### config.mk
export PLATFORM = sky130hd
export DESIGN_NAME = spfpc_regmem_flat
export DESIGN_NICKNAME = d
export VERILOG_FILES = /design/src/spfpc_pkg.sv /design/src/spfpc_mem_if.sv /design/src/spfpc_regmem.sv /design/src/flat_wrapper.sv
export SDC_FILE = /design/constraint.sdc
export NUM_CORES = 1
export LEC_CHECK = 0
export ABC_CLOCK_PERIOD_IN_PS = 1690
export BUFFER_PORTS_ARGS = -buffer_cell sky130_fd_sc_hd__buf_2
export CORE_MARGIN = 4
export CORE_UTILIZATION = 35
export CTS_CLUSTER_SIZE = 10
export DETAILED_ROUTE_END_ITERATION = 8
export SLEW_MARGIN = 20
export SYNTH_ARGS = -nofsm -noshare
export SYNTH_HDL_FRONTEND = slang
export SYNTH_SLANG_ARGS = --single-unit
### constraint.sdc
create_clock -name ref_clk -period 1.69 [get_ports ref_clk]
set_input_delay 0.338 -clock ref_clk [delete_from_list [all_inputs] [get_ports ref_clk]]
set_output_delay 0.338 -clock ref_clk [all_outputs]
set_load 0.02 [all_outputs]
### src/spfpc_pkg.sv
// Constants, types and decode helpers of the SPI frame protocol checker.
// Assumes a 16-bit command frame, MSB first, and a 16 x 8 register store.
//
// Function
// - The answer to a frame is shifted out only during the next transfer, never the same one.
// - A transfer whose clock count is not 16, 24 or 32 earns an error reply; the code judges a transfer with no clock on the previous count and word.
// - After power-on or software reset the first reply is a fixed post-reset word, unless the reset falls between a transfer's first clock and judgement.
// - A frame starting with 11 is a syntax error and earns the syntax-error reply.
// - A frame starting with 00 is a syntax error and earns the syntax-error reply, unless it ends in 01, which makes it a diagnosis frame.
// - A read or write of a reserved or unused register is a syntax error.
// - Bit 10 of the diagnosis reply is set after a syntax error, and whenever other than 16, 24 or 32 clocks were received;
//   the code judges a transfer with no clock on the previous transfer's count.
// - The post-reset reply carries the error flag and the identification word; the next is plain diagnosis.
// - One bit is shifted in and one shifted out per serial clock, sixteen for a frame.

package spfpc_pkg;

  // ----------------------------------------------------------------
  // Frame layout
  // ----------------------------------------------------------------
  localparam int FRAME_W = 16;
  localparam int OP_HI = 15;
  localparam int OP_LO = 14;
  localparam int ADDR0_HI = 13;
  localparam int ADDR0_LO = 10;
  localparam int ADDR1_HI = 9;
  localparam int ADDR1_LO = 8;
  localparam int DATA_HI = 7;
  localparam int DATA_LO = 0;
  localparam int ERR_FLAG_BIT = 10;
  localparam int ADDR_W = 4;
  localparam int DATA_W = 8;
  localparam int DEPTH = 16;

  localparam logic [1:0] OP_WRITE = 2'h2;
  localparam logic [1:0] OP_READ = 2'h1;
  localparam logic [1:0] TAIL_READ = 2'h2;
  localparam logic [1:0] TAIL_DIAG = 2'h1;
  localparam logic [1:0] ADDR1_USED = 2'h0;
  // Registers at ADDR0 12..15 are unused
  localparam logic [15:0] ADDR0_USED = 16'h0fff;

  // ----------------------------------------------------------------
  // Frame length
  // ----------------------------------------------------------------
  localparam int CNT_W = 6;
  localparam logic [CNT_W-1:0] LEN_MIN = 6'h10;
  localparam logic [CNT_W-1:0] LEN_MID = 6'h18;
  localparam logic [CNT_W-1:0] LEN_MAX = 6'h20;
  localparam logic [CNT_W-1:0] CNT_SAT = 6'h3f;
  localparam logic [CNT_W-1:0] CNT_RST = 6'h00;

  typedef enum logic [1:0] {CMD_DIAG, CMD_READ, CMD_WRITE, CMD_SYNTAX} spfpc_cmd_e;
  typedef enum {ST_IDLE, ST_EVAL, ST_READ} spfpc_state_e;

  function automatic logic spfpc_len_ok(input logic [CNT_W-1:0] len);
    spfpc_len_ok = (len == LEN_MIN) || (len == LEN_MID) || (len == LEN_MAX);
  endfunction

  function automatic logic spfpc_reg_used(input logic [FRAME_W-1:0] w);
    spfpc_reg_used = ADDR0_USED[w[ADDR0_HI:ADDR0_LO]] && (w[ADDR1_HI:ADDR1_LO] == ADDR1_USED);
  endfunction

  function automatic spfpc_cmd_e spfpc_decode(input logic [FRAME_W-1:0] w);
    logic [1:0] op;
    logic [1:0] tail;
    op = w[OP_HI:OP_LO];
    tail = w[1:0];
    if (!op[1] && tail == TAIL_DIAG)
      spfpc_decode = CMD_DIAG;
    else if (op == OP_READ && tail == TAIL_READ && spfpc_reg_used(w))
      spfpc_decode = CMD_READ;
    else if (op == OP_WRITE && spfpc_reg_used(w))
      spfpc_decode = CMD_WRITE;
    else
      spfpc_decode = CMD_SYNTAX;
  endfunction

  function automatic logic [FRAME_W-1:0] spfpc_diag(input logic [14:0] st, input logic err);
    logic [FRAME_W-1:0] w;
    w = {1'b0, st};
    w[ERR_FLAG_BIT] = err;
    spfpc_diag = w;
  endfunction

endpackage

### src/spfpc_mem_if.sv
// Port bundle between the frame checker and its register store.
// Assumes one write and one read port on ref_clk.
`timescale 1ns/1ns
interface spfpc_mem_if;
  import spfpc_pkg::*;
  logic we;
  logic [ADDR_W-1:0] waddr;
  logic [DATA_W-1:0] wdata;
  logic re;
  logic [ADDR_W-1:0] raddr;
  logic [DATA_W-1:0] rdata;
  modport ctrl (output we, output waddr, output wdata, output re, output raddr, input rdata);
  modport mem (input we, input waddr, input wdata, input re, input raddr, output rdata);
endinterface

### src/spfpc_regmem.sv
// Register store of the device: 16 words of 8 bits, registered read data.
// Assumes synchronous use on ref_clk; contents carry no reset.
`timescale 1ns/1ns
module spfpc_regmem (
  // Clock and reset
  input wire logic ref_clk,
  input wire logic rst_n,
  // Access port
  spfpc_mem_if.mem port
);
  import spfpc_pkg::*;

  logic [DATA_W-1:0] mem_reg [DEPTH];
  logic [DATA_W-1:0] rdata_reg;

  assign port.rdata = rdata_reg;

  always_ff @(posedge ref_clk) begin
    if (port.we) begin
      mem_reg[port.waddr] <= port.wdata;
    end
  end

  always_ff @(posedge ref_clk or negedge rst_n) begin
    if (!rst_n) begin
      rdata_reg <= '0;
    end else if (port.re) begin
      rdata_reg <= mem_reg[port.raddr];
    end
  end
endmodule

### src/flat_wrapper.sv
// flat-port wrapper written by rule: the top's interface ports become plain ports
module spfpc_regmem_flat import spfpc_pkg::*;
  (ref_clk, rst_n, port_we, port_waddr, port_wdata, port_re, port_raddr, port_rdata);
  spfpc_mem_if port_i ();
  input wire logic ref_clk;
  input wire logic rst_n;
  input wire logic [$bits(port_i.we)-1:0] port_we;
  input wire logic [$bits(port_i.waddr)-1:0] port_waddr;
  input wire logic [$bits(port_i.wdata)-1:0] port_wdata;
  input wire logic [$bits(port_i.re)-1:0] port_re;
  input wire logic [$bits(port_i.raddr)-1:0] port_raddr;
  output wire logic [$bits(port_i.rdata)-1:0] port_rdata;
  assign port_i.we = port_we;
  assign port_i.waddr = port_waddr;
  assign port_i.wdata = port_wdata;
  assign port_i.re = port_re;
  assign port_i.raddr = port_raddr;
  assign port_rdata = port_i.rdata;
  spfpc_regmem u_core (.ref_clk(ref_clk), .rst_n(rst_n), .port(port_i));
endmodule
==> qor.csv <==
stage,metric,value,unit
outcome,outcome,completed,
global_route,GRT overflow,0,
floorplanning,core area,0.0148,mm2
routing,Via density,5.07,
clocking,clk_lat worst skew,410,ps
global_route,initial antenna violation count,0,
layout,final cell count without fillers,498,
routing,Initial DRC Count,240,
timing,Worst slew margin,64.6,%
global_route,largest net degree at the start of global routing,17,
synth,Yosys warning total,0,
floorplanning,io pins,28,
clocking,Post CTS Setup Buffer Count,0,
global_route,Total Routing Usage GR,12.9,%
clocking,CTS root buffer,clkbuf_16,
layout,"most common cell after layout, fill and taps aside",edfxtp_1,
timing,Fin Clk Skew,6.89,ps
clocking,Sinks on Clock Net,136,
global_route,met1 usage,18.7,%
synth,Yosys cell types,22,
power,Leakage Power,2.15,nW
synth,"area leader, netlist",edfxtp_1,
hold_path,Hold WC Path Type,input pin to flip-flop,
routing,WL final,10.5,mm
setup_path,critical path data arrival time,1620,ps
synth,cells after synthesis,240,
synth,Area contributors post-synth,"edfxtp_1 (72%), mux4_2 (11%), dfrtp_1 (3.8%)",
flow_run,Max Cap Viol,0,
layout,max reg flops,128,
routing,drt first pass iters,4,
synth,sequential fraction of the synthesis area,75.9,%
clocking,CTS max path bufs,2,
hold_path,hold path depth,1,
setup_path,Crit Path Max Fanout,1,
clocking,depth of the CTS H-tree,4,
layout,nets@finish,321,
clocking,clk slew on worst S/H paths,60,ps
placement,Detailed Place HPWL,6.95,mm
layout,Fillers,1262,
timing,RSZ-0062 raised after global routing,false,
routing,Antenna Nets Post-Route,0,
placement,"Cell Area, Placed",0.00582,mm2
layout,share of cells above drive strength 1,38.5,%
synth,Mapped Nets,260,
synth,synthesis-stage register bit count,136,
placement,placed insts,465,
setup_path,Setup CP Type,flip-flop to flip-flop,
timing,final setup violating endpoints,0,
clocking,CTS Buf Count,17,
routing,vias post-DR,2526,
power,Max rail drop VDD,0.686,mV
setup_path,crit start category,flip-flop,
setup_path,CP endpoint kind,flip-flop,
layout,Layout Utilization,43.2,%
synth,syn avg cell area,22.2,um2
global_route,global route hottest layer,met2,
synth,Synth top area share,72.1,%
power,power density over cell area,1190,mW/mm2
global_route,vias in the first global route,2679,
floorplanning,die area,0.0173,mm2
global_route,global-route wire length before repair,16.4,mm
timing,Max Clk Rate,0.734,GHz
timing,Final min period,1360,ps
floorplanning,Rows,44,
floorplanning,initial core utilization,36.1,%
setup_path,FF-to-FF path depth,3,
timing,crit share post-route,80.6,%
clocking,clock tree from TritonCTS,built,
synth,Post-Syn Area,0.00533,mm2
placement,PortBufs,27,
routing,drt wl/cell,21.0,um
layout,Antenna Cells,0,
floorplanning,Die Ht,131,um
layout,highest-count cells in the layout ignoring fill and taps,"edfxtp_1 (128), buf_2 (27), mux4_2 (26)",
timing,Final Hold Vio Count,0,
placement,RePlAce Congestion,0.714,
global_route,met2 Resource Use GR,18.9,%
routing,drt drc,0,
layout,Layout area overhead,19.4,%
setup_path,Critical Path RT,1950,ps
global_route,M3 GR Usage,3.17,%
layout,post-route cell area,0.00637,mm2
floorplanning,Die Span X,131,um
timing,Max Transition Viols Final,0,
timing,Least-Margin Pin Slew,531,ps
timing,Fin Hold WS,311,ps
layout make-up:
type	instances	area, um2	share of cell area (%)
clock buffers	17	425	6.68
clock inverters	15	111	1.75
multi-input cells	90	1160	18.3
repair buffers	56	393	6.17
flip-flops and latches	136	4040	63.5
well taps	184	230	3.62
cell families after synthesis:
family / synth area share [%]
DFF: 75.9
AOI/OAI and AO/OA: 3.31
muxes: 15.4
and+or+nand+nor: 2.98
buffers and inverters: 2.42
stage by stage:
stage / TNS [ps] / setup WS (ps) / power (mW)
4_1_cts: 0 / 305 / 7.64
3_5_place_dp: -22.2 / -20.2 / 4.36
2_1_floorplan: 0 / 85.9 / 4.16
6_report: 0 / 328 / 7.56
5_1_grt: 0 / 275 / 7.85
3_3_place_gp: -27.8 / -27.8 / 4.35
metal layers:
metal / vias to the layer above / share of wire [%]
li1: 1137 / -
met1: 1324 / 48
met2: 54 / 48
met3: 11 / 3.5
met4: 0 / 1.2
met5: - / 0
power breakdown:
group / leakage [nW] / internal, mW / switching (mW) / total [mW]
logic: 0.639 / 0.202 / 0.264 / 0.466
clock network: 0.263 / 1.99 / 1.29 / 3.28
registers: 1.24 / 3.78 / 0.0359 / 3.82
what timing repair did:
action	4_1_cts	5_1_grt
endpoints found under the setup margin	0	0
hold buffers	1	0
endpoints found under the hold margin	8	0
resized for setup	0	0
worst max-delay path, stage by stage, from the launching register on:
cell and delay, ps:
edfxtp_1 370, mux4_2 470, mux2i_1 270, a221oi_2 110
final timing paths:
path | endpoint | slack (ps) | start
max | u_core.port.rdata[2]$_DFFE_PN0P_ | 330 | u_core.mem_reg[11][2]$_DFFE_PP_
min | u_core.mem_reg[9][7]$_DFFE_PP_ | 310 | port_wdata[7]
max reg2reg | u_core.port.rdata[2]$_DFFE_PN0P_ | 330 | u_core.mem_reg[11][2]$_DFFE_PP_
min reg2reg | u_core.port.rdata[5]$_DFFE_PN0P_ | 590 | u_core.port.rdata[5]$_DFFE_PN0P_
max in group asynchronous | u_core.port.rdata[7]$_DFFE_PN0P_ | 1180 | rst_n
min in group asynchronous | u_core.port.rdata[0]$_DFFE_PN0P_ | 320 | rst_n
cells in the mapped netlist:
library cell and number:
buf_1 4, mux4_2 26, nor2_1 20, nor3_1 4, or2_2 1, o22ai_2 1
a221oi_2 8, mux4_1 6, nand3b_1 2, and2_1 1, or3b_2 1, edfxtp_1 128
nand2_1 1, o22ai_1 7, buf_6 5, mux2i_1 8, buf_4 1, buf_12 2
nand2b_1 3, nand3_1 1, dfrtp_1 8, buf_2 2
No activity file was read; power rests on OpenSTA's default activity.
